File: src/shared/accb_pkg.sv
// Constants, field layouts and types of the ADC channel configuration bank.
// ==========================================================================
`default_nettype none
package accb_pkg;
  // ========================================================================
  // Register offsets
  localparam logic [11:0] OFF_CH5_POS = 12'h560;
  localparam logic [11:0] OFF_CH5_NEG = 12'h564;
  localparam logic [11:0] OFF_CH5_CFG = 12'h568;
  localparam logic [11:0] OFF_CH5_LIM = 12'h56C;
  localparam logic [11:0] OFF_CH6_POS = 12'h570;
  localparam logic [11:0] OFF_CH6_NEG = 12'h574;
  localparam logic [11:0] OFF_CH6_CFG = 12'h578;
  localparam logic [11:0] OFF_CH6_LIM = 12'h57C;
  localparam logic [11:0] OFF_CH7_POS = 12'h580;
  localparam logic [11:0] OFF_CH7_NEG = 12'h584;
  localparam logic [11:0] OFF_OVERSAMPLE = 12'h5F4;
  localparam logic [11:0] OFF_IRQ_STATUS = 12'h600;
  localparam logic [11:0] OFF_IRQ_MASK = 12'h604;
  // ========================================================================
  // Field positions and reset values
  localparam int POS_RES_LSB = 0;
  localparam int NEG_RES_LSB = 4;
  localparam int GAIN_LSB = 8;
  localparam int REF_BIT = 12;
  localparam int ACQ_LSB = 16;
  localparam int MODE_BIT = 20;
  localparam int BURST_BIT = 24;
  localparam logic [31:0] CFG_WMASK = 32'h01171733;
  localparam logic [31:0] CFG_RST = 32'h00020000;
  localparam logic [31:0] LIM_RST = 32'h7FFF8000;
  localparam logic [4:0] SEL_NC = 5'h00;
  localparam logic [4:0] SEL_AIN0 = 5'h01;
  localparam logic [4:0] SEL_AIN7 = 5'h08;
  localparam logic [4:0] SEL_VDD = 5'h09;
  localparam logic [3:0] OS_RST = 4'h0;
  localparam logic [3:0] OS_MAX = 4'h8;
  localparam logic [3:0] IRQ_RST = 4'h0;
  // ========================================================================
  // Acquisition times in microseconds and their cycle counts
  localparam int CLK_MHZ = 125;
  localparam int ACQ_US_3 = 3;
  localparam int ACQ_US_5 = 5;
  localparam int ACQ_US_10 = 10;
  localparam int ACQ_US_15 = 15;
  localparam int ACQ_US_20 = 20;
  localparam int ACQ_US_40 = 40;
  localparam int ACQ_CYC_3 = ACQ_US_3 * CLK_MHZ;
  localparam int ACQ_CYC_5 = ACQ_US_5 * CLK_MHZ;
  localparam int ACQ_CYC_10 = ACQ_US_10 * CLK_MHZ;
  localparam int ACQ_CYC_15 = ACQ_US_15 * CLK_MHZ;
  localparam int ACQ_CYC_20 = ACQ_US_20 * CLK_MHZ;
  localparam int ACQ_CYC_40 = ACQ_US_40 * CLK_MHZ;
  // ========================================================================
  // Types
  typedef enum logic [1:0] {RES_BYPASS, RES_PULLDOWN, RES_PULLUP, RES_HALF} accb_res_e;
  typedef enum logic [2:0] {GAIN_1_6, GAIN_1_5, GAIN_1_4, GAIN_1_3, GAIN_1_2, GAIN_1, GAIN_2, GAIN_4} accb_gain_e;
  typedef enum logic [3:0] {
    RG_NONE, RG_C5P, RG_C5N, RG_C5C, RG_C5L, RG_C6P, RG_C6N, RG_C6C, RG_C6L,
    RG_C7P, RG_C7N, RG_OS, RG_STS, RG_MASK
  } accb_reg_e;
endpackage
`default_nettype wire

File: src/shared/accb_samp_if.sv
// Sample stream carried from the burst averager to the limit comparator.
`timescale 1ns/100ps
`default_nettype none
interface accb_samp_if;
  logic valid;
  logic [2:0] chan;
  logic signed [15:0] data;
  modport src(output valid, output chan, output data);
  modport snk(input valid, input chan, input data);
endinterface
`default_nettype wire

File: src/accb_burst_avg.sv
// Burst averager between the converter result and the data-memory stream.
`timescale 1ns/100ps
`default_nettype none
module accb_burst_avg #(
  parameter int DW = 16
) (
  input wire logic clk,
  input wire logic rst_n,
  input wire logic in_valid,
  input wire logic [2:0] in_chan,
  input wire logic signed [DW-1:0] in_data,
  input wire logic burst_en,
  input wire logic [3:0] os_code,
  accb_samp_if.src out
);
  typedef enum logic {AVG_IDLE, AVG_ACC} accb_avg_e;
  accb_avg_e st_q;
  logic [8:0] cnt_q;
  logic [2:0] chan_q;
  logic signed [DW+7:0] acc_q;
  logic signed [DW+7:0] acc_d;
  logic [8:0] cnt_d;
  logic [3:0] os;
  logic bypass;
  logic fresh;
  logic done;

  // ========================================================================
  // Accumulation
  assign os = (os_code > accb_pkg::OS_MAX) ? accb_pkg::OS_MAX : os_code;
  assign bypass = !burst_en || (os == accb_pkg::OS_RST);
  // A channel change mid-burst restarts the sum rather than mixing inputs.
  assign fresh = (st_q == AVG_IDLE) || (in_chan != chan_q);
  assign acc_d = fresh ? (DW+8)'(in_data) : acc_q + (DW+8)'(in_data);
  assign cnt_d = fresh ? 9'h001 : cnt_q + 9'h001;
  assign done = (cnt_d == (9'h001 << os));

  always_ff @(posedge clk or negedge rst_n)
  begin
    if (!rst_n)
    begin
      st_q <= AVG_IDLE;
      cnt_q <= 9'h000;
      chan_q <= 3'h0;
      acc_q <= '0;
    end
    else if (in_valid && !bypass)
    begin
      chan_q <= in_chan;
      acc_q <= acc_d;
      cnt_q <= done ? 9'h000 : cnt_d;
      case (st_q)
        AVG_IDLE: st_q <= done ? AVG_IDLE : AVG_ACC;
        AVG_ACC: st_q <= done ? AVG_IDLE : AVG_ACC;
        default: st_q <= AVG_IDLE;
      endcase
    end
  end

  // ========================================================================
  // Output: a bypassed sample passes, a burst emits only its average.
  always_ff @(posedge clk or negedge rst_n)
  begin
    if (!rst_n)
    begin
      out.valid <= 1'b0;
      out.chan <= 3'h0;
      out.data <= '0;
    end
    else
    begin
      out.valid <= in_valid && (bypass || done);
      if (in_valid)
      begin
        out.chan <= in_chan;
        out.data <= bypass ? in_data : DW'(acc_d >>> os);
      end
    end
  end

  a_pass_through: assert property (@(posedge clk) disable iff (!rst_n)
    in_valid && bypass |=> out.valid && out.data == $past(in_data)) else $error("bypassed sample lost");
endmodule
`default_nettype wire

File: src/accb_limit_cmp.sv
// Signed limit comparator raising low and high limit events.
`timescale 1ns/100ps
`default_nettype none
module accb_limit_cmp #(
  parameter int DW = 16
) (
  input wire logic clk,
  input wire logic rst_n,
  accb_samp_if.snk s,
  input wire logic signed [DW-1:0] low_lim,
  input wire logic signed [DW-1:0] high_lim,
  output logic low_evt,
  output logic high_evt,
  output logic [2:0] evt_chan
);
  always_ff @(posedge clk or negedge rst_n)
  begin
    if (!rst_n)
    begin
      low_evt <= 1'b0;
      high_evt <= 1'b0;
      evt_chan <= 3'h0;
    end
    else
    begin
      low_evt <= s.valid && (s.data < low_lim);
      high_evt <= s.valid && (s.data > high_lim);
      evt_chan <= s.chan;
    end
  end

  a_low_event: assert property (@(posedge clk) disable iff (!rst_n)
    s.valid && s.data < low_lim |=> low_evt && evt_chan == $past(s.chan)) else $error("low event missed");
  a_high_quiet: assert property (@(posedge clk) disable iff (!rst_n)
    !s.valid || s.data <= high_lim |=> !high_evt) else $error("spurious high event");
endmodule
`default_nettype wire

File: src/accb_top.sv
// Channel five to seven configuration bank with APB slave and limit events.
`timescale 1ns/100ps
`default_nettype none
module accb_top #(
  parameter int unsigned ACQ40_CYC = accb_pkg::ACQ_CYC_40
) (
  input wire logic pclk,
  input wire logic presetn,
  input wire logic psel,
  input wire logic penable,
  input wire logic pwrite,
  input wire logic [11:0] paddr,
  input wire logic [31:0] pwdata,
  input wire logic [3:0] pstrb,
  output logic [31:0] prdata,
  output logic pready,
  output logic pslverr,
  input wire logic [2:0] eng_chan,
  output logic [4:0] eng_pos_sel,
  output logic [4:0] eng_neg_sel,
  output logic eng_neg_gnd,
  output logic [1:0] eng_pos_res,
  output logic [1:0] eng_neg_res,
  output logic [2:0] eng_gain,
  output logic eng_ref_quarter,
  output logic [15:0] eng_acq_cycles,
  output logic eng_burst,
  output logic [3:0] eng_os,
  input wire logic res_valid,
  input wire logic [2:0] res_chan,
  input wire logic signed [15:0] res_data,
  output logic avg_valid,
  output logic [2:0] avg_chan,
  output logic signed [15:0] avg_data,
  output logic irq
);
  logic [4:0] pos_q [0:2];
  logic [4:0] neg_q [0:2];
  logic [31:0] cfg_q [0:1];
  logic [31:0] lim_q [0:1];
  logic [3:0] os_q;
  logic [3:0] sts_q;
  logic [3:0] sts_d;
  logic [3:0] mask_q;
  logic [3:0] mask_d;
  logic [3:0] set_vec;
  logic [3:0] clr_vec;
  logic [31:0] rd_d;
  logic [31:0] wr_word;
  logic [31:0] cur_cfg;
  logic [31:0] res_cfg;
  logic [31:0] cmp_lim;
  logic [1:0] eidx;
  logic [1:0] ridx;
  logic [1:0] vidx;
  logic [1:0] cidx;
  logic wr_en;
  logic low_evt;
  logic high_evt;
  logic [2:0] evt_chan;
  accb_pkg::accb_reg_e acc_reg;

  accb_samp_if samp ();

  // ========================================================================
  // Helper functions
  function automatic accb_pkg::accb_reg_e decode(input logic [11:0] a);
    case (a)
      accb_pkg::OFF_CH5_POS: decode = accb_pkg::RG_C5P;
      accb_pkg::OFF_CH5_NEG: decode = accb_pkg::RG_C5N;
      accb_pkg::OFF_CH5_CFG: decode = accb_pkg::RG_C5C;
      accb_pkg::OFF_CH5_LIM: decode = accb_pkg::RG_C5L;
      accb_pkg::OFF_CH6_POS: decode = accb_pkg::RG_C6P;
      accb_pkg::OFF_CH6_NEG: decode = accb_pkg::RG_C6N;
      accb_pkg::OFF_CH6_CFG: decode = accb_pkg::RG_C6C;
      accb_pkg::OFF_CH6_LIM: decode = accb_pkg::RG_C6L;
      accb_pkg::OFF_CH7_POS: decode = accb_pkg::RG_C7P;
      accb_pkg::OFF_CH7_NEG: decode = accb_pkg::RG_C7N;
      accb_pkg::OFF_OVERSAMPLE: decode = accb_pkg::RG_OS;
      accb_pkg::OFF_IRQ_STATUS: decode = accb_pkg::RG_STS;
      accb_pkg::OFF_IRQ_MASK: decode = accb_pkg::RG_MASK;
      default: decode = accb_pkg::RG_NONE;
    endcase
  endfunction

  // Channel number to bank slot; slot 3 means a channel this bank does not hold.
  function automatic logic [1:0] slot(input logic [2:0] ch);
    case (ch)
      3'h5: slot = 2'h0;
      3'h6: slot = 2'h1;
      3'h7: slot = 2'h2;
      default: slot = 2'h3;
    endcase
  endfunction

  // Channel seven keeps no config or limits here, so it sees the reset words.
  function automatic logic [31:0] cfg_of(input logic [1:0] i);
    cfg_of = (i < 2'h2) ? cfg_q[i[0]] : accb_pkg::CFG_RST;
  endfunction

  function automatic logic [31:0] lim_of(input logic [1:0] i);
    lim_of = (i < 2'h2) ? lim_q[i[0]] : accb_pkg::LIM_RST;
  endfunction

  function automatic logic [15:0] acq_cycles(input logic [2:0] code);
    case (code)
      3'h0: acq_cycles = 16'(accb_pkg::ACQ_CYC_3);
      3'h1: acq_cycles = 16'(accb_pkg::ACQ_CYC_5);
      3'h2: acq_cycles = 16'(accb_pkg::ACQ_CYC_10);
      3'h3: acq_cycles = 16'(accb_pkg::ACQ_CYC_15);
      3'h4: acq_cycles = 16'(accb_pkg::ACQ_CYC_20);
      default: acq_cycles = 16'(ACQ40_CYC);
    endcase
  endfunction

  function automatic logic [31:0] merge(input logic [31:0] old, input logic [31:0] nw, input logic [3:0] st);
    for (int b = 0; b < 4; b++)
    begin
      merge[8*b +: 8] = st[b] ? nw[8*b +: 8] : old[8*b +: 8];
    end
  endfunction

  // ========================================================================
  // APB slave: zero wait states, data prepared in the setup cycle.
  assign acc_reg = decode(paddr);
  assign pready = 1'b1;
  assign wr_en = psel && penable && pwrite && (acc_reg != accb_pkg::RG_NONE);
  assign wr_word = merge(32'h00000000, pwdata, pstrb);

  always_comb
  begin
    rd_d = 32'h00000000;
    case (acc_reg)
      accb_pkg::RG_C5P: rd_d[4:0] = pos_q[0];
      accb_pkg::RG_C5N: rd_d[4:0] = neg_q[0];
      accb_pkg::RG_C5C: rd_d = cfg_q[0];
      accb_pkg::RG_C5L: rd_d = lim_q[0];
      accb_pkg::RG_C6P: rd_d[4:0] = pos_q[1];
      accb_pkg::RG_C6N: rd_d[4:0] = neg_q[1];
      accb_pkg::RG_C6C: rd_d = cfg_q[1];
      accb_pkg::RG_C6L: rd_d = lim_q[1];
      accb_pkg::RG_C7P: rd_d[4:0] = pos_q[2];
      accb_pkg::RG_C7N: rd_d[4:0] = neg_q[2];
      accb_pkg::RG_OS: rd_d[3:0] = os_q;
      accb_pkg::RG_STS: rd_d[3:0] = sts_q;
      accb_pkg::RG_MASK: rd_d[3:0] = mask_q;
      default: rd_d = 32'h00000000;
    endcase
  end

  always_ff @(posedge pclk or negedge presetn)
  begin
    if (!presetn)
    begin
      prdata <= 32'h00000000;
      pslverr <= 1'b0;
    end
    else if (psel && !penable)
    begin
      prdata <= pwrite ? 32'h00000000 : rd_d;
      pslverr <= (acc_reg == accb_pkg::RG_NONE);
    end
  end

  // ========================================================================
  // Input selection registers, five bits each.
  always_ff @(posedge pclk or negedge presetn)
  begin
    if (!presetn)
    begin
      for (int i = 0; i < 3; i++)
      begin
        pos_q[i] <= accb_pkg::SEL_NC;
        neg_q[i] <= accb_pkg::SEL_NC;
      end
    end
    else if (wr_en && pstrb[0])
    begin
      case (acc_reg)
        accb_pkg::RG_C5P: pos_q[0] <= pwdata[4:0];
        accb_pkg::RG_C6P: pos_q[1] <= pwdata[4:0];
        accb_pkg::RG_C7P: pos_q[2] <= pwdata[4:0];
        accb_pkg::RG_C5N: neg_q[0] <= pwdata[4:0];
        accb_pkg::RG_C6N: neg_q[1] <= pwdata[4:0];
        accb_pkg::RG_C7N: neg_q[2] <= pwdata[4:0];
        default: ;
      endcase
    end
  end

  // ========================================================================
  // Configuration and limit words; reserved config bits stay zero.
  always_ff @(posedge pclk or negedge presetn)
  begin
    if (!presetn)
    begin
      cfg_q[0] <= accb_pkg::CFG_RST;
      cfg_q[1] <= accb_pkg::CFG_RST;
    end
    else if (wr_en && acc_reg == accb_pkg::RG_C5C)
      cfg_q[0] <= merge(cfg_q[0], pwdata, pstrb) & accb_pkg::CFG_WMASK;
    else if (wr_en && acc_reg == accb_pkg::RG_C6C)
      cfg_q[1] <= merge(cfg_q[1], pwdata, pstrb) & accb_pkg::CFG_WMASK;
  end

  always_ff @(posedge pclk or negedge presetn)
  begin
    if (!presetn)
    begin
      lim_q[0] <= accb_pkg::LIM_RST;
      lim_q[1] <= accb_pkg::LIM_RST;
    end
    else if (wr_en && acc_reg == accb_pkg::RG_C5L)
      lim_q[0] <= merge(lim_q[0], pwdata, pstrb);
    else if (wr_en && acc_reg == accb_pkg::RG_C6L)
      lim_q[1] <= merge(lim_q[1], pwdata, pstrb);
  end

  always_ff @(posedge pclk or negedge presetn)
  begin
    if (!presetn)
      os_q <= accb_pkg::OS_RST;
    else if (wr_en && pstrb[0] && acc_reg == accb_pkg::RG_OS)
      os_q <= pwdata[3:0];
  end

  // ========================================================================
  // Engine-facing view of the channel the sampling engine names.
  assign eidx = slot(eng_chan);
  assign cur_cfg = cfg_of(eidx);

  always_ff @(posedge pclk or negedge presetn)
  begin
    if (!presetn)
    begin
      eng_pos_sel <= accb_pkg::SEL_NC;
      eng_neg_sel <= accb_pkg::SEL_NC;
      eng_neg_gnd <= 1'b1;
      eng_pos_res <= accb_pkg::RES_BYPASS;
      eng_neg_res <= accb_pkg::RES_BYPASS;
      eng_gain <= accb_pkg::GAIN_1_6;
      eng_ref_quarter <= 1'b0;
      eng_acq_cycles <= 16'(accb_pkg::ACQ_CYC_3);
      eng_burst <= 1'b0;
      eng_os <= accb_pkg::OS_RST;
    end
    else
    begin
      eng_pos_sel <= (eidx == 2'h3) ? accb_pkg::SEL_NC : pos_q[eidx];
      // Single-ended mode hides the negative select so the engine grounds it.
      eng_neg_sel <= (eidx == 2'h3 || !cur_cfg[accb_pkg::MODE_BIT]) ? accb_pkg::SEL_NC : neg_q[eidx];
      eng_neg_gnd <= !cur_cfg[accb_pkg::MODE_BIT];
      eng_pos_res <= cur_cfg[accb_pkg::POS_RES_LSB +: 2];
      eng_neg_res <= cur_cfg[accb_pkg::NEG_RES_LSB +: 2];
      eng_gain <= cur_cfg[accb_pkg::GAIN_LSB +: 3];
      eng_ref_quarter <= cur_cfg[accb_pkg::REF_BIT];
      eng_acq_cycles <= acq_cycles(cur_cfg[accb_pkg::ACQ_LSB +: 3]);
      eng_burst <= cur_cfg[accb_pkg::BURST_BIT];
      eng_os <= os_q;
    end
  end

  // ========================================================================
  // Result path: burst averaging, then the limit check.
  assign ridx = slot(res_chan);
  assign res_cfg = cfg_of(ridx);
  assign vidx = res_cfg[accb_pkg::BURST_BIT] ? 2'h0 : 2'h1;

  accb_burst_avg #(.DW(16)) u_avg (
    .clk(pclk),
    .rst_n(presetn),
    .in_valid(res_valid),
    .in_chan(res_chan),
    .in_data(res_data),
    .burst_en(vidx == 2'h0),
    .os_code(os_q),
    .out(samp.src)
  );

  assign avg_valid = samp.valid;
  assign avg_chan = samp.chan;
  assign avg_data = samp.data;
  assign cidx = slot(samp.chan);
  assign cmp_lim = lim_of(cidx);

  accb_limit_cmp #(.DW(16)) u_cmp (
    .clk(pclk),
    .rst_n(presetn),
    .s(samp.snk),
    .low_lim(cmp_lim[15:0]),
    .high_lim(cmp_lim[31:16]),
    .low_evt(low_evt),
    .high_evt(high_evt),
    .evt_chan(evt_chan)
  );

  // ========================================================================
  // Sticky event status; a new event beats a same-cycle write-one clear.
  always_comb
  begin
    set_vec = 4'h0;
    if (slot(evt_chan) == 2'h0)
      set_vec[1:0] = {high_evt, low_evt};
    else if (slot(evt_chan) == 2'h1)
      set_vec[3:2] = {high_evt, low_evt};
  end

  assign clr_vec = (wr_en && acc_reg == accb_pkg::RG_STS) ? wr_word[3:0] : 4'h0;
  assign sts_d = (sts_q & ~clr_vec) | set_vec;

  always_ff @(posedge pclk or negedge presetn)
  begin
    if (!presetn)
      sts_q <= accb_pkg::IRQ_RST;
    else
      sts_q <= sts_d;
  end

  // The interrupt uses the mask being written, so it never lags a mask change.
  assign mask_d = (wr_en && pstrb[0] && acc_reg == accb_pkg::RG_MASK) ? pwdata[3:0] : mask_q;

  always_ff @(posedge pclk or negedge presetn)
  begin
    if (!presetn)
      mask_q <= accb_pkg::IRQ_RST;
    else
      mask_q <= mask_d;
  end

  always_ff @(posedge pclk or negedge presetn)
  begin
    if (!presetn)
      irq <= 1'b0;
    else
      irq <= |(sts_d & mask_d);
  end

  // ========================================================================
  // Checks
  a_pos_select: assert property (@(posedge pclk) disable iff (!presetn)
    wr_en && pstrb[0] && acc_reg == accb_pkg::RG_C5P |=> pos_q[0] == $past(pwdata[4:0]))
    else $error("positive select write lost");
  a_neg_ground: assert property (@(posedge pclk) disable iff (!presetn)
    !cur_cfg[accb_pkg::MODE_BIT] |=> eng_neg_gnd && eng_neg_sel == accb_pkg::SEL_NC)
    else $error("single-ended negative input not grounded");
  a_cfg_reserved: assert property (@(posedge pclk) disable iff (!presetn)
    (cfg_q[0] & ~accb_pkg::CFG_WMASK) == 32'h00000000)
    else $error("reserved config bits set");
  a_acq_map: assert property (@(posedge pclk) disable iff (!presetn)
    cur_cfg[accb_pkg::ACQ_LSB +: 3] == 3'h2 |=> eng_acq_cycles == 16'h04E2)
    else $error("acquisition time wrong");
  a_gain_follow: assert property (@(posedge pclk) disable iff (!presetn)
    1'b1 |=> eng_gain == $past(cur_cfg[accb_pkg::GAIN_LSB +: 3]))
    else $error("gain not passed on");
  a_limit_write: assert property (@(posedge pclk) disable iff (!presetn)
    wr_en && pstrb == 4'hF && acc_reg == accb_pkg::RG_C6L |=> lim_q[1] == $past(pwdata))
    else $error("limit write lost");
  a_set_wins: assert property (@(posedge pclk) disable iff (!presetn)
    set_vec[0] && clr_vec[0] |=> sts_q[0])
    else $error("event lost to clear");
  a_irq_level: assert property (@(posedge pclk) disable iff (!presetn)
    irq == |(sts_q & mask_q))
    else $error("interrupt level wrong");
  a_unmapped: assert property (@(posedge pclk) disable iff (!presetn)
    psel && !penable && acc_reg == accb_pkg::RG_NONE |=> pslverr && prdata == 32'h00000000)
    else $error("unmapped access not refused");
endmodule
`default_nettype wire

File: config.mk
export PLATFORM = sky130hd
export DESIGN_NAME = accb_top
export DESIGN_NICKNAME = d
export VERILOG_FILES = /design/src/shared/accb_pkg.sv /design/src/shared/accb_samp_if.sv /design/src/accb_burst_avg.sv /design/src/accb_limit_cmp.sv /design/src/accb_top.sv
export SDC_FILE = /design/constraint.sdc
export NUM_CORES = 1
export LEC_CHECK = 0
export ABC_CLOCK_PERIOD_IN_PS = 6500
export BUFFER_PORTS_ARGS = -buffer_cell sky130_fd_sc_hd__buf_2
export CAP_MARGIN = 40
export CELL_PAD_IN_SITES_DETAIL_PLACEMENT = 0
export CELL_PAD_IN_SITES_GLOBAL_PLACEMENT = 1
export CORE_AREA = 2 2 221 245
export DETAILED_ROUTE_END_ITERATION = 16
export DIE_AREA = 0 0 223 247
export PLACE_DENSITY = 0.64
export SYNTH_ARGS = -nofsm -noshare
export SYNTH_HDL_FRONTEND = slang
export SYNTH_SLANG_ARGS = --single-unit
File: constraint.sdc
create_clock -name pclk -period 6.5 [get_ports pclk]
set_clock_uncertainty 0.15 [all_clocks]
set_input_delay 1.3 -clock pclk [delete_from_list [all_inputs] [get_ports pclk]]
set_output_delay 1.3 -clock pclk [all_outputs]
set_load 0.01 [all_outputs]
-- Yosys cells after proc, flatten, opt, wreduce, memory -nomap -nowiden
Index checks and enable logic that the tools add are counted.
- register bits after elaboration: 268
- word-level logic and storage cells: 216
- output and inout bits: 95
- shift-type cells: 2
- magnitude comparators: 10
- add/subtract/negate cells: 2
- multiplexer cells: 44
- reduce and logical (&&, ||, !) cells: 53
- equal/unequal tests: 46
- bitwise gates (word level): 11
- operator list (cell ; number):
    2-to-1 mux 25 bit ; 8
    2-to-1 mux 32 bit ; 5
    == test 12 x 11 -> 1 bit, second input constant ; 13
    one-hot mux 27 bit (4 select lines) ; 1
    one-hot mux 4 bit (13 select lines) ; 2
    one-hot mux 13 bit (5 select lines) ; 1
    == test 3 bit, second input constant ; 13
    2-to-1 mux 5 bit ; 6
    AND reduction 2 bit ; 14
    adder 24 x 16 -> 24 bit ; 1
    == test 4 bit, second input constant ; 6
    2-to-1 mux 24 bit ; 1
    one-hot mux 2 bit (3 select lines) ; 4
    AND reduction 3 bit ; 8
    >>> shifter 24 x 4 -> 16 bit ; 1
    binary-select mux 5 bit (select 2 bit) ; 2
    2-to-1 mux 9 bit ; 2
    == test 4 x 3 -> 1 bit, second input constant ; 4
    > comparator 16 bit ; 1
    logical AND 1 bit ; 16
    less-than comparator 16 bit ; 1
    2-to-1 mux 16 bit ; 1
    2-to-1 mux 4 bit ; 4
    one-hot mux 1 bit (10 select lines) ; 1
    29 further kinds ; 52

-- Longest topological paths before layout
- word-level depth: 13
- mapped depth: 15

-- Cells and area by module
Synthesis repeated with hierarchy kept, for this count alone.
- cells, all modules: 1708
- area total of the unflattened synthesis: 16125.5 um2
- modules (own cells, without submodules) (module ; cells each ; area an instance (um2) ; times used ; sequential area each (um2)):
    accb_top ; 903 ; 9773.1 ; 1 ; 5081.1
    accb_burst_avg ; 688 ; 5416.4 ; 1 ; 1426.4
    accb_limit_cmp ; 117 ; 935.9 ; 1 ; 125.1

-- Least setup slack after synthesis
OpenSTA, ideal clock, no wires.
- path type: input to register
- start point: in res_data[0]
- end point: reg u_avg.out.data[15]
- arrival: 3878 ps
- path slack: 2339 ps
- required time: 6217 ps
- stages on the path: 11
- buffers on the path: 0
- cells stage by stage: ha_1 -> fa_1 -> a21o_1 -> a221o_1 -> a221oi_2 -> nor2_1 -> o311a_1 -> and2_1 -> o21a_1 -> a221oi_1 -> a211oi_1
- word-level cells in the longest chain between the ends: 4
- RTL lines (what ; RTL line ; source):
    start: declaration ; accb_top.sv:31 ; input wire logic signed [15:0] res_data,
    adder 24 x 16 -> 24 bit ; accb_burst_avg.sv:34 ; assign acc_d = fresh ? (DW+8)'(in_data) : acc_q + (DW+8)'(in_data);
    2-to-1 mux 24 bit * ; accb_burst_avg.sv:34 ;
    >>> shifter 24 x 4 -> 16 bit * ; accb_burst_avg.sv:76 ; out.data <= bypass ? in_data : DW'(acc_d >>> os);
    2-to-1 mux 16 bit * ; accb_burst_avg.sv:76 ;
    end signal: assignment ; accb_burst_avg.sv:76 ;
    end: declaration ; accb_samp_if.sv:8 ; modport src(output valid, output chan, output data);
Mark *: on every way between the ends. The rest lies on a longest branch, timed or not.
A chain may end at the register's enable or synchronous reset.

-- Final worst setup path
- start point: in res_data[0]
- end point: reg u_avg.out.data[10]
Same word-level chain as after synthesis.

==> flow_summary_export.csv <==
group,metric,value,unit
run_status,run_status,"finished clean",
clocking,numClockSinks,263,
setup_path,crit_start,"res_data[0]",
timing,max_clock_freq,245,MHz
synth,netlist-cell-type-count,104,
setup_path,path_class,"primary input to flip-flop",
floorplanning,num_io_pins,171,
clocking,cts-root-to-sink-buffers,3,
synth,synth_enable_flop_cells,0,
global_route,antenna_violations_before_repair,2,
pwr,vdd.ir_drop.worst,0.000209,V
routing,wl,49900,µm
cells_and_area,finish.net_count,1831,
synth,postSynthAreaPerCell,9.89,µm²
clocking,clock_tree.htree_level_count,1,
timing,timing.slew.headroom,0.440,
synth,netlist_area,15600,µm²
cells_and_area,fraction_of_the_core_area_covered_by_cells_at_the_end_of_the_flow,0.344,
global_route,grt_util_all_layers,0.179,
global_route,first_global_vias,13070,
timing,worst_slew_pin_slew,0.838,ns
cells_and_area,post_route_cells_drive_above_1_share,0.268,
global_route,globalRouteMet1Util,0.234,
setup_path,end_kind,"flip-flop",
clocking,cts.root.buffer_cell,"sky130_fd_sc_hd__clkbuf_16",
floorplanning,die-width,223,µm
hold_path,hold_class,"flip-flop to flip-flop",
place,gpl.final_weighted_congestion,0.883,
place,hpwl,36600,µm
routing,antenna_left,0,
clocking,clk-insertion-delay-late,0.58,ns
clocking,cts.repair_timing.setup_buffer_count,0,
global_route,groute.layer.met2.usage,0.309,
run,drv_cap,0,
setup_path,setup.worst_path.start_class,"primary input",
timing,slew_viol_final,0,
synth,synthCells,1576,
hold_path,worst_hold_start,"prdata[8]",
timing,hold_slack,0.321,ns
setup_path,timing.critical_path.required,6.81,ns
floorplanning,die_height,247,µm
cells_and_area,stdcell_count,2407,
global_route,top_usage_layer,"met2",
setup_path,worstPathMaxFanout,6,
routing,route.detailed.wl_per_inst,20.7,µm
timing,final_worst_path_period_need,4.08,ns
cells_and_area,syn2layout_area_growth,16.7,%
place,dpl.cell_count,2348,
place,port_buffers,166,
clocking,inserted_clock_buffers,31,
pwr,power.density_cell_area,218,nW/µm²
global_route,pin_count_of_the_biggest_net_entering_global_routing,130,
synth,fraction_of_registers_with_async_set_reset,1.00,
routing,via_per_inst,5.42,
setup_path,rr_startpoint,"u_avg.acc_q[0]",
routing,dr_total_vias,13044,
synth,yosysWarnings,0,
cells_and_area,fillerInstances,5349,
global_route,global_route.usage.met3,0.0189,
routing,drt-initial-drc-count,1044,
synth,synth_register_bits,263,
routing,drcViolationCount,0,
clocking,path_clk_slew,0.07,ns
global_route,globalRouteOverflowTotal,0,
pwr,leakagePower,8.17,nW
timing,rsz0062_at_grt,"false",
floorplanning,number_of_placement_rows,89,
timing,setup_violations,0,
setup_path,crit_path_arrival_time,4.39,ns
timing,timing.final.hold_violations,0,
clocking,cts_tree,"yes",
synth,synth_sequential_area_ratio,0.426,
timing,finalCritPeriodShare,0.628,
floorplanning,dieArea,55100,µm²
floorplanning,core_area,52900,µm²
routing,drt-pass1-iter-count,5,
timing,timing.setup.tns,0,ns
global_route,grt_pass1_wl,77800,µm
synth,synth_top_flop_cell,"sky130_fd_sc_hd__dfrtp_1",
clocking,ctsHoldBuffers,0,
clocking,cts_resized,0,
floorplanning,floorplan.initialDensity,0.295,
-- area by class of cell --
type / count / area, µm² / area share
clock buffer: 49 / 933 / 0.0513
inverter: 16 / 60.1 / 0.00330
antenna: 1 / 2.50 / 0.000138
multi-input combinational: 1195 / 8440 / 0.464
tap: 682 / 853 / 0.0469
sequential: 263 / 6630 / 0.365
clock inverter: 9 / 176 / 0.00970
timing repair buffer: 192 / 1080 / 0.0596
-- power by group --
group	total, W	leakage [nW]	internal (W)	switching (W)
combinational	0.000364	4.22	0.000134	0.000230
clock	0.00189	0.541	0.00118	0.000711
sequential	0.00171	3.41	0.00167	0.0000382
total	0.00396	8.17	0.00298	0.000979
-- through the flow --
stage          power, W  setup slack (ns)  cell area [µm²]
3_5_place_dp    0.00210              1.85            17100
4_1_cts         0.00400              2.44            18200
6_report        0.00396              2.42            18200
3_3_place_gp    0.00209              1.90            17000
2_1_floorplan   0.00192              2.34            15600
5_1_grt         0.00412              2.25            18200
-- routing by layer --
metal | vias up | share of wire
met5 | - | 0
met4 | 0 | 0.028
met3 | 88 | 0.043
met2 | 386 | 0.48
met1 | 6462 | 0.44
li1 | 6108 | -
-- sequential cells by signal, summed over array words and instances (netlist names), 4 cells and up --
register	count
eng_neg_sel	5
eng_os	4
os_q	4
eng_acq_cycles	11
u_avg.acc_q	24
mask_q	4
neg_q	15
eng_pos_sel	5
u_avg.cnt_q	9
cfg_q	26
prdata	32
pos_q	15
sts_q	4
lim_q	64
u_avg.out.data	16
-- cells by family (layout without fill, tap and decap cells) --
| family | Yosys count | count (layout) | synth area share |
|---|---|---|---|
| adders and majority gates | 56 | 56 | 0.0455 |
| muxes | 176 | 176 | 0.130 |
| other | 2 | 5 | 0.000482 |
| DFF | 263 | 263 | 0.426 |
| xor gates and xnor gates | 20 | 20 | 0.0127 |
| and+or+nand+nor | 505 | 505 | 0.160 |
| AOI/OAI and AO/OA | 434 | 434 | 0.193 |
| buffers and inverters | 120 | 266 | 0.0332 |
-- placed cells by master, fill, tap and decap left out, types with 8 or more instances in the layout --
cell type / instances
sky130_fd_sc_hd__a211oi_1: 19
sky130_fd_sc_hd__a21o_1: 25
sky130_fd_sc_hd__a21oi_1: 75
sky130_fd_sc_hd__a221oi_1: 9
sky130_fd_sc_hd__a222oi_1: 14
sky130_fd_sc_hd__a22o_1: 14
sky130_fd_sc_hd__a22oi_1: 41
sky130_fd_sc_hd__a31oi_1: 17
sky130_fd_sc_hd__and2_1: 28
sky130_fd_sc_hd__and3_1: 18
sky130_fd_sc_hd__and4_1: 8
sky130_fd_sc_hd__buf_2: 165
sky130_fd_sc_hd__buf_4: 22
sky130_fd_sc_hd__clkbuf_1: 9
sky130_fd_sc_hd__clkbuf_16: 31
sky130_fd_sc_hd__clkbuf_8: 9
sky130_fd_sc_hd__dfrtp_1: 222
sky130_fd_sc_hd__dfstp_2: 41
sky130_fd_sc_hd__ha_1: 55
sky130_fd_sc_hd__inv_1: 14
sky130_fd_sc_hd__mux2_2: 143
sky130_fd_sc_hd__mux2i_1: 19
sky130_fd_sc_hd__nand2_1: 209
sky130_fd_sc_hd__nand2b_1: 9
sky130_fd_sc_hd__nand3_1: 36
sky130_fd_sc_hd__nand3b_1: 8
sky130_fd_sc_hd__nand4_1: 17
sky130_fd_sc_hd__nor2_1: 83
sky130_fd_sc_hd__nor2b_1: 25
sky130_fd_sc_hd__nor3_1: 25
sky130_fd_sc_hd__o211ai_1: 15
sky130_fd_sc_hd__o21a_1: 11
sky130_fd_sc_hd__o21ai_0: 82
sky130_fd_sc_hd__o21ai_1: 11
sky130_fd_sc_hd__o22ai_1: 26
sky130_fd_sc_hd__o31ai_1: 8
sky130_fd_sc_hd__or3_1: 9
sky130_fd_sc_hd__xnor2_1: 14
-- path summary, 6_finish.rpt --
check                                      to  slack, ns  depth (start not counted)
min                                 prdata[8]       0.32                          1
max in group asynchronous          prdata[29]       4.56                          2
min reg2reg                         prdata[8]       0.32                          1
max reg2reg                u_avg.out.data[10]       2.89                          9
min in group asynchronous      eng_neg_sel[3]       0.55                          1
max                        u_avg.out.data[10]       2.42                         10
-- worst max-delay path, cell delays in order --
cell                       delay [ns]
sky130_fd_sc_hd__buf_2           0.12
sky130_fd_sc_hd__ha_1            0.24
sky130_fd_sc_hd__fa_1            0.42
sky130_fd_sc_hd__a21o_1          0.21
sky130_fd_sc_hd__a221oi_1        0.58
sky130_fd_sc_hd__o21ai_0         0.21
sky130_fd_sc_hd__a221o_1         0.43
sky130_fd_sc_hd__mux4_2          0.51
sky130_fd_sc_hd__a211oi_1        0.28
sky130_fd_sc_hd__a21oi_1         0.09
-- synthesized netlist by cell type (17+ instances only) --
master                     instances  share of area
sky130_fd_sc_hd__nand3_1          36          0.012
sky130_fd_sc_hd__nor2_1           83          0.020
sky130_fd_sc_hd__nand4_1          17         0.0068
sky130_fd_sc_hd__o21ai_0          82          0.026
sky130_fd_sc_hd__ha_1             55          0.044
sky130_fd_sc_hd__a21oi_1          75          0.024
sky130_fd_sc_hd__dfstp_2          41          0.069
sky130_fd_sc_hd__a31oi_1          17         0.0068
sky130_fd_sc_hd__nor2b_1          25          0.010
sky130_fd_sc_hd__a21o_1           25          0.012
sky130_fd_sc_hd__and2_1           28          0.011
sky130_fd_sc_hd__dfrtp_1         222           0.36
sky130_fd_sc_hd__a211oi_1         19         0.0092
sky130_fd_sc_hd__mux2i_1          19          0.012
sky130_fd_sc_hd__buf_2            20         0.0064
sky130_fd_sc_hd__nor3_1           25         0.0080
sky130_fd_sc_hd__nand2_1         209          0.050
sky130_fd_sc_hd__a22oi_1          41          0.020
sky130_fd_sc_hd__and3_1           18         0.0072
sky130_fd_sc_hd__clkbuf_1         65          0.016
sky130_fd_sc_hd__o22ai_1          26          0.010
sky130_fd_sc_hd__mux2_2          143           0.10
Power figures use the tool's default switching activity.
